### config.mk
export PLATFORM = sky130hd
export DESIGN_NAME = probe_status_indicator_ctrl
export DESIGN_NICKNAME = d
export VERILOG_FILES = /design/src/lamp_pkg.sv /design/src/tick_if.sv /design/src/lamp_tick_gen.sv /design/src/probe_status_indicator_ctrl.sv
export SDC_FILE = /design/constraint.sdc
export NUM_CORES = 1
export LEC_CHECK = 0
export ABC_AREA = 1
export BUFFER_PORTS_ARGS = -buffer_cell sky130_fd_sc_hd__buf_2
export CORE_UTILIZATION = 56
export CTS_CLUSTER_SIZE = 28
export DETAILED_ROUTE_END_ITERATION = 8
export GPL_TIMING_DRIVEN = 0
export PLACE_DENSITY = 0.79
export RECOVER_POWER = 25
export SYNTH_ARGS = -nofsm -noshare
export SYNTH_HDL_FRONTEND = slang
export SYNTH_SLANG_ARGS = --single-unit
### constraint.sdc
create_clock -name core_clk_i -period 3.4 [get_ports core_clk_i]
set_input_delay 0.51 -clock core_clk_i [delete_from_list [all_inputs] [get_ports core_clk_i]]
set_output_delay 0.51 -clock core_clk_i [all_outputs]
set_load 0.005 [all_outputs]
### src/lamp_pkg.sv
// constants and types for the probe status lamp controller
// Overview of operation
// - while enumerating, main lamp blinks green at ten hertz.
// - main green lamp goes dark while a command executes, except bi-colour in target reset shows orange.
// - enumerated and idle, no command: main lamp steady green.
// - heartbeat blanks green main lamp 10 ms once every second.
// - heartbeat starts only after seven uninterrupted idle seconds.
// - fatal error blinks main lamp at 1 Hz, red or green by variant.
// - bi-colour variant shows orange main lamp while idle with target reset asserted.
// - build-time choice of single green or green-plus-red main lamp.
// - input lamp green with voltage, orange voltage plus reset, red reset.
// - absent target counts as target reset low, so input lamp red.
// - output lamp off, green supply, orange supply plus reset, red reset.
// - main lamp dark in no defined state; fatal pattern only on fatal.
package lamp_pkg;
	// ************************************************************
	// timing
	// ************************************************************
	localparam int unsigned CLK_HZ = 125_000_000;
	localparam int unsigned TICK_MS = 10;
	localparam int unsigned TICK_CYCLES = CLK_HZ / 1000 * TICK_MS;
	localparam int unsigned FAST_HALF_MS = 50;
	localparam int unsigned FAST_HALF_TICKS = FAST_HALF_MS / TICK_MS;
	localparam int unsigned SLOW_HALF_MS = 500;
	localparam int unsigned SLOW_HALF_TICKS = SLOW_HALF_MS / TICK_MS;
	localparam int unsigned SECOND_TICKS = 1000 / TICK_MS;
	localparam int unsigned BEAT_OFF_TICKS = 10 / TICK_MS;
	localparam int unsigned IDLE_S = 7;
	localparam int unsigned IDLE_TICKS = IDLE_S * SECOND_TICKS;
	// ************************************************************
	// lamp colours, bit 1 red, bit 0 green
	// ************************************************************
	typedef enum logic [1:0] {
		LAMP_OFF = 2'b00,
		LAMP_GREEN = 2'b01,
		LAMP_RED = 2'b10,
		LAMP_ORANGE = 2'b11
	} colour_e;
endpackage : lamp_pkg

### src/tick_if.sv
// time base signals shared between controller and tick generator
`timescale 1ns/1ns
interface tick_if;
	logic tick;
	logic fast_phase;
	logic slow_phase;
	modport gen (output tick, output fast_phase, output slow_phase);
	modport use_side (input tick, input fast_phase, input slow_phase);
endinterface : tick_if

### src/lamp_tick_gen.sv
// 10 ms tick and blink phase generator
`timescale 1ns/1ns
module lamp_tick_gen #(
	parameter int unsigned TICK_CYCLES = lamp_pkg::TICK_CYCLES
) (
	input wire logic clk_i,
	input wire logic rst_n_i,
	tick_if.gen tb
);
	if (TICK_CYCLES < 2)
	begin : g_bad_tick
		$error("tick period too short");
	end
	typedef struct packed {
		logic [31:0] div;
		logic [7:0] fast_cnt;
		logic [7:0] slow_cnt;
		logic tick;
		logic fast;
		logic slow;
	} tg_s;
	tg_s r;
	tg_s next_r;
	always_comb
	begin
		next_r = r;
		next_r.tick = 1'b0;
		if (r.div == 32'(TICK_CYCLES - 1))
		begin
			next_r.div = '0;
			next_r.tick = 1'b1;
			if (r.fast_cnt == 8'(lamp_pkg::FAST_HALF_TICKS - 1))
			begin
				next_r.fast_cnt = '0;
				next_r.fast = ~r.fast;
			end
			else
				next_r.fast_cnt = r.fast_cnt + 8'h01;
			if (r.slow_cnt == 8'(lamp_pkg::SLOW_HALF_TICKS - 1))
			begin
				next_r.slow_cnt = '0;
				next_r.slow = ~r.slow;
			end
			else
				next_r.slow_cnt = r.slow_cnt + 8'h01;
		end
		else
			next_r.div = r.div + 32'h1;
	end
	always_ff @(posedge clk_i or negedge rst_n_i)
	begin
		if (!rst_n_i)
			r <= '0;
		else
			r <= next_r;
	end
	assign tb.tick = r.tick;
	assign tb.fast_phase = r.fast;
	assign tb.slow_phase = r.slow;
	property p_tick_spacing;
		@(posedge clk_i) disable iff (!rst_n_i)
		tb.tick |=> !tb.tick;
	endproperty
	a_tick_spacing: assert property (p_tick_spacing)
		else $error("tick lasted more than one cycle");
endmodule : lamp_tick_gen

### src/probe_status_indicator_ctrl.sv
// main, input and output status lamp controller for the debug probe
`timescale 1ns/1ns
module probe_status_indicator_ctrl #(
	parameter bit BI_COLOUR = 1'b1,
	parameter int unsigned TICK_CYCLES = lamp_pkg::TICK_CYCLES
) (
	input wire logic core_clk_i,
	input wire logic rst_n_i,
	input wire logic enumerating_i,
	input wire logic idle_i,
	input wire logic cmd_busy_i,
	input wire logic fatal_i,
	input wire logic tgt_volt_i,
	input wire logic tgt_reset_n_i,
	input wire logic supply_en_i,
	input wire logic drive_reset_i,
	output logic main_green_o,
	output logic main_red_o,
	output logic in_green_o,
	output logic in_red_o,
	output logic out_green_o,
	output logic out_red_o
);
	if (TICK_CYCLES < 2)
	begin : g_bad_tick
		$error("tick period too short");
	end
	// ************************************************************
	// reset release
	// ************************************************************
	logic [1:0] rst_sync;
	logic rst_n;
	always_ff @(posedge core_clk_i or negedge rst_n_i)
	begin
		if (!rst_n_i)
			rst_sync <= 2'b00;
		else
			rst_sync <= {rst_sync[0], 1'b1};
	end
	assign rst_n = rst_sync[1];
	tick_if tb ();
	lamp_tick_gen #(.TICK_CYCLES(TICK_CYCLES)) u_tick (
		.clk_i(core_clk_i),
		.rst_n_i(rst_n),
		.tb(tb)
	);
	// ************************************************************
	// state
	// ************************************************************
	typedef struct packed {
		logic [15:0] idle_cnt;
		logic beat_on;
		logic [7:0] sec_cnt;
		logic [1:0] main;
		logic [1:0] in_lamp;
		logic [1:0] out_lamp;
	} st_s;
	st_s r;
	st_s next_r;
	logic idle_now;
	logic blank;
	lamp_pkg::colour_e main_c;
	lamp_pkg::colour_e in_c;
	lamp_pkg::colour_e out_c;
	always_comb
	begin
		next_r = r;
		idle_now = idle_i && !enumerating_i && !fatal_i && !cmd_busy_i;
		if (!idle_now)
		begin
			next_r.idle_cnt = '0;
			next_r.beat_on = 1'b0;
			next_r.sec_cnt = '0;
		end
		else if (tb.tick)
		begin
			if (!r.beat_on)
			begin
				if (r.idle_cnt == 16'(lamp_pkg::IDLE_TICKS - 1))
				begin
					next_r.beat_on = 1'b1;
					next_r.sec_cnt = '0;
				end
				else
					next_r.idle_cnt = r.idle_cnt + 16'h0001;
			end
			else if (r.sec_cnt == 8'(lamp_pkg::SECOND_TICKS - 1))
				next_r.sec_cnt = '0;
			else
				next_r.sec_cnt = r.sec_cnt + 8'h01;
		end
		// blank first tick of each second
		blank = r.beat_on && (r.sec_cnt < 8'(lamp_pkg::BEAT_OFF_TICKS));
		if (fatal_i)
		begin
			if (!tb.slow_phase)
				main_c = lamp_pkg::LAMP_OFF;
			else
				main_c = BI_COLOUR ? lamp_pkg::LAMP_RED : lamp_pkg::LAMP_GREEN;
		end
		else if (enumerating_i)
			main_c = tb.fast_phase ? lamp_pkg::LAMP_GREEN : lamp_pkg::LAMP_OFF;
		else if (BI_COLOUR && !tgt_reset_n_i && idle_i)
			main_c = lamp_pkg::LAMP_ORANGE;
		else if (idle_i && cmd_busy_i)
			main_c = lamp_pkg::LAMP_OFF;
		else if (idle_i)
			main_c = blank ? lamp_pkg::LAMP_OFF : lamp_pkg::LAMP_GREEN;
		else
			main_c = lamp_pkg::LAMP_OFF;
		// single colour variant never lights red
		if (!BI_COLOUR && main_c == lamp_pkg::LAMP_ORANGE)
			main_c = lamp_pkg::LAMP_GREEN;
		// input lamp, absent target reads as reset low
		if (!tgt_reset_n_i)
			in_c = tgt_volt_i ? lamp_pkg::LAMP_ORANGE : lamp_pkg::LAMP_RED;
		else if (tgt_volt_i)
			in_c = lamp_pkg::LAMP_GREEN;
		else
			in_c = lamp_pkg::LAMP_RED;
		if (supply_en_i)
			out_c = drive_reset_i ? lamp_pkg::LAMP_ORANGE : lamp_pkg::LAMP_GREEN;
		else
			out_c = drive_reset_i ? lamp_pkg::LAMP_RED : lamp_pkg::LAMP_OFF;
		next_r.main = main_c;
		next_r.in_lamp = in_c;
		next_r.out_lamp = out_c;
	end
	always_ff @(posedge core_clk_i or negedge rst_n)
	begin
		if (!rst_n)
			r <= '0;
		else
			r <= next_r;
	end
	assign main_green_o = r.main[0];
	assign main_red_o = r.main[1];
	assign in_green_o = r.in_lamp[0];
	assign in_red_o = r.in_lamp[1];
	assign out_green_o = r.out_lamp[0];
	assign out_red_o = r.out_lamp[1];
	// ************************************************************
	// checks
	// ************************************************************
	property p_busy_dark;
		@(posedge core_clk_i) disable iff (!rst_n)
		(idle_i && cmd_busy_i && !fatal_i && !enumerating_i && tgt_reset_n_i)
		|=> !main_green_o;
	endproperty
	a_busy_dark: assert property (p_busy_dark)
		else $error("main lamp lit during command");
	property p_idle_green;
		@(posedge core_clk_i) disable iff (!rst_n)
		(idle_now && tgt_reset_n_i && !r.beat_on) |=> main_green_o;
	endproperty
	a_idle_green: assert property (p_idle_green)
		else $error("idle lamp not green");
	property p_beat_blank;
		@(posedge core_clk_i) disable iff (!rst_n)
		(idle_now && tgt_reset_n_i && blank) |=> !main_green_o;
	endproperty
	a_beat_blank: assert property (p_beat_blank)
		else $error("heartbeat blank not dark");
	property p_enum_green;
		@(posedge core_clk_i) disable iff (!rst_n)
		(enumerating_i && !fatal_i) |=> !main_red_o;
	endproperty
	a_enum_green: assert property (p_enum_green)
		else $error("enumeration lamp shows red");
	property p_cancel;
		@(posedge core_clk_i) disable iff (!rst_n)
		cmd_busy_i |=> (r.idle_cnt == 16'h0000) && !r.beat_on;
	endproperty
	a_cancel: assert property (p_cancel)
		else $error("heartbeat not cancelled");
	property p_beat_late;
		@(posedge core_clk_i) disable iff (!rst_n)
		$rose(r.beat_on) |-> $past(r.idle_cnt) == 16'(lamp_pkg::IDLE_TICKS - 1);
	endproperty
	a_beat_late: assert property (p_beat_late)
		else $error("heartbeat started early");
	property p_fatal_colour;
		@(posedge core_clk_i) disable iff (!rst_n)
		(fatal_i && BI_COLOUR) |=> !main_green_o;
	endproperty
	a_fatal_colour: assert property (p_fatal_colour)
		else $error("fatal lamp shows green");
	property p_reset_orange;
		@(posedge core_clk_i) disable iff (!rst_n)
		(BI_COLOUR && !fatal_i && !enumerating_i && idle_i && !tgt_reset_n_i)
		|=> main_green_o && main_red_o;
	endproperty
	a_reset_orange: assert property (p_reset_orange)
		else $error("target reset not orange");
	property p_input_red;
		@(posedge core_clk_i) disable iff (!rst_n)
		(!tgt_reset_n_i && !tgt_volt_i) |=> in_red_o && !in_green_o;
	endproperty
	a_input_red: assert property (p_input_red)
		else $error("absent target not red");
	property p_input_green;
		@(posedge core_clk_i) disable iff (!rst_n)
		(tgt_volt_i && tgt_reset_n_i) |=> in_green_o && !in_red_o;
	endproperty
	a_input_green: assert property (p_input_green)
		else $error("powered target not green");
	property p_output_off;
		@(posedge core_clk_i) disable iff (!rst_n)
		(!supply_en_i && !drive_reset_i) |=> !out_green_o && !out_red_o;
	endproperty
	a_output_off: assert property (p_output_off)
		else $error("output lamp lit without cause");
	property p_undefined_dark;
		@(posedge core_clk_i) disable iff (!rst_n)
		(!idle_i && !enumerating_i && !fatal_i) |=> !main_green_o && !main_red_o;
	endproperty
	a_undefined_dark: assert property (p_undefined_dark)
		else $error("main lamp lit in no state");
endmodule : probe_status_indicator_ctrl

==> flow_summary.json <==
{
  "first_pass_iters": 5,
  "nNetsFinal": 748,
  "ys_types": 34,
  "ant_nets": 0,
  "die_w_um": 96.7,
  "status": "complete, no violations",
  "crit_path_start_kind": "flip-flop",
  "hpwlAfterDp_um": 8130,
  "whs_ns": 0.261,
  "overflow": 0,
  "die_height_um": 96.7,
  "power_density_nw_per_um2": 309,
  "yosysWarningCount": 0,
  "netlist_instances": 702,
  "cts.sinks": 84,
  "fin_skew_ns": 0.0137,
  "pin_count": 16,
  "num_rows": 34,
  "top_regs": "u_tick.r (48), r (25), rst_sync (2)",
  "drtIter0Drc": 222,
  "cp.required_ns": 3.65,
  "place_area_um2": 5260,
  "setup_tns_ns": 0,
  "cp.arrival_ns": 2.03,
  "initial_core_util_pct": 57.6,
  "setup_viol": 0,
  "drc_errors": 0,
  "vias": 4409,
  "slew_headroom_pct": 6.48,
  "wl_per_cell_um": 12.8,
  "ys_ff_latch": 84,
  "core-area_um2": 8720,
  "cts_buffer_depth": 2,
  "clkTransAtPathRegs_ns": 0.08,
  "peakVddDrop_uv": 165,
  "largest_register_ffs": 48,
  "grt_start_max_net_pins": 51,
  "area_delta_synth_final_pct": 8.05,
  "final_max_slew_viol_count": 0,
  "cts_max_level": 3,
  "syn-cell-area_um2": 5020,
  "postCtsSetupBuffers": 0,
  "max_stage_delay_ns": 0.40,
  "drive_gt1_share_pct": 9.80,
  "cts_root_buffer": "clkbuf_8",
  "post_drt_via_cell_ratio": 5.23,
  "worst_pin_slew_ns": 1.40,
  "cp_slowest_cell": "dfrtp_1",
  "clk_latency_ns": 0.36,
  "wl_um": 10800,
  "fin_crit_sh_pct": 52.5,
  "cts_resized": 0,
  "post-route-util_pct": 62.2,
  "critPathKind": "flip-flop to flip-flop",
  "antenna_found_initial": 0,
  "pre_cts_ws_ns": 1.50,
  "first_global_vias": 4264,
  "cap_violations": 0,
  "hold_class": "input pin to flip-flop",
  "ys_seq_area_share_pct": 41.9,
  "cpMostUsedCell": "nand3_2",
  "port_buffers": 15,
  "p_leak_nw": 2.63,
  "rsz0062_at_grt": "false",
  "place_congestion": 0.923,
  "cp_cell_sequence": "ha_1 -> nand3_2 -> nor2_2 -> nand3_2 -> nor2_8 -> buf_2 -> nor2_1",
  "top_register": "u_tick.r",
  "timing.fmax_mhz": 560,
  "cts_tree": "done",
  "fin_area_um2": 5430,
  "syn-mean-instance-area_um2": 7.15,
  "hold_violations": 0,
  "grt_pass1_wl_um": 19300,
  "grtUsageTotal_pct": 25.2,
  "timing.final.ws_setup_ns": 1.62,
  "finalCriticalPeriod_ns": 1.78,
  "final_common_cell": "nand2_1",
  "final_cell_mix": "209 x nand2_1, 101 x nor2_1, 85 x inv_1, 84 x dfrtp_1, 52 x nand3_1",
  "setup.worst_path.end_class": "flip-flop",
  "synthesis.nets": 720,
  "antennaDiodeCount": 0,
  "cts_buffers": 9,
  "crit_fanout": 10,
  "die_area_um2": 9350
}
## through the flow
| stage | total power (W) | std cells |
|---|---|---|
| floorplan | 0.00105 | 702 |
| global placement | 0.00107 | 825 |
| detailed placement | 0.00108 | 826 |
| CTS | 0.00170 | 843 |
| global route | 0.00174 | 843 |
| finish | 0.00168 | 843 |
## cells by family after synthesis
kind of cell             count (synthesis)  synth area share [%]
AO/OA/AOI/OAI                           32                  3.81
flip-flops                              84                  41.9
other                                    1                0.0747
XOR/XNOR                                30                  5.23
buffers and inverters                  107                  8.64
AND/OR/NAND/NOR                        440                  38.4
adder cells (fa/ha/maj)                  8                  1.99
## Yosys cell counts
cell type / number / area (um2)
inv_1: 85 / 319
nor2_8: 1 / 20.0
o22ai_1: 1 / 6.26
and3_1: 1 / 6.26
xnor2_1: 6 / 52.6
nor2_1: 100 / 375
dfrtp_1: 84 / 2100
nor3_2: 1 / 10.0
or2_2: 4 / 25.0
buf_2: 6 / 30.0
nor2_2: 4 / 25.0
nand2_2: 5 / 31.3
nand3b_2: 1 / 11.3
a21oi_1: 2 / 10.0
o21ai_1: 7 / 35.0
a21o_1: 1 / 7.51
o21ai_0: 13 / 65.1
nand4_1: 32 / 200
nand3b_1: 3 / 22.5
nor2_4: 1 / 11.3
a31oi_1: 1 / 6.26
nand2_1: 209 / 785
nor3_1: 23 / 115
nand3_2: 3 / 30.0
inv_2: 9 / 33.8
buf_6: 3 / 33.8
conb_1: 1 / 3.75
clkbuf_1: 1 / 3.75
inv_4: 1 / 6.26
clkinv_1: 2 / 7.51
xor2_1: 24 / 210
ha_1: 8 / 100
o21ai_2: 7 / 61.3
nand3_1: 52 / 260
## layout make-up
type | instances | area, um2
repair buffers | 17 | 110
flip-flops and latches | 84 | 2100
plain buffers | 10 | 67.6
well taps | 108 | 135
multi-input cells | 511 | 2480
clock buffers | 12 | 135
clock inverters | 4 | 26.3
inverters | 97 | 367
fillers | 790 | 3290
## worst paths after layout
path | startpoint | to | slack, ns | cells past startpoint
min | drive_reset_i | out_red_o | 0.26 | 1
max | u_tick.r[19] | u_tick.r[39] | 1.62 | 7
min reg2reg | rst_sync[0] | rst_sync[1] | 0.36 | 0
max reg2reg | u_tick.r[19] | u_tick.r[39] | 1.62 | 7
max in group asynchronous | rst_sync[1] | u_tick.r[33] | 1.94 | 1
min in group asynchronous | rst_n_i | rst_sync[1] | 0.47 | 2
## where the power goes
part | internal (W) | switching, W | leakage, nW | total [W]
logic | 0.0000139 | 0.0000288 | 1.41 | 0.0000427
clock network | 0.000265 | 0.000355 | 0.0803 | 0.000620
registers | 0.00100 | 0.00000959 | 1.15 | 0.00101
## worst max-delay path, delay by kind of cell, from the launching register on
kind,cells,cell delay [ns]
AND/OR/NAND/NOR,5,0.74
adder cells (fa/ha/maj),1,0.27
buffers and inverters,1,0.27
flip-flops,1,0.40
## repair_timing
action / in CTS / in global routing
hold buffers: 1 / 0
setup endpoints to repair: 0 / 0
hold endpoints to repair: 2 / 0
## metal layers
metal / share of wire, % / wire, um / GRT usage, %
met2: 49 / 5280 / 41.6
met5: 0 / 0 / 0
met3: 4.2 / 455 / 5.35
met1: 45 / 4900 / 33.1
met4: 1.5 / 157 / 8.15
(Power assumes the default switching activity.)
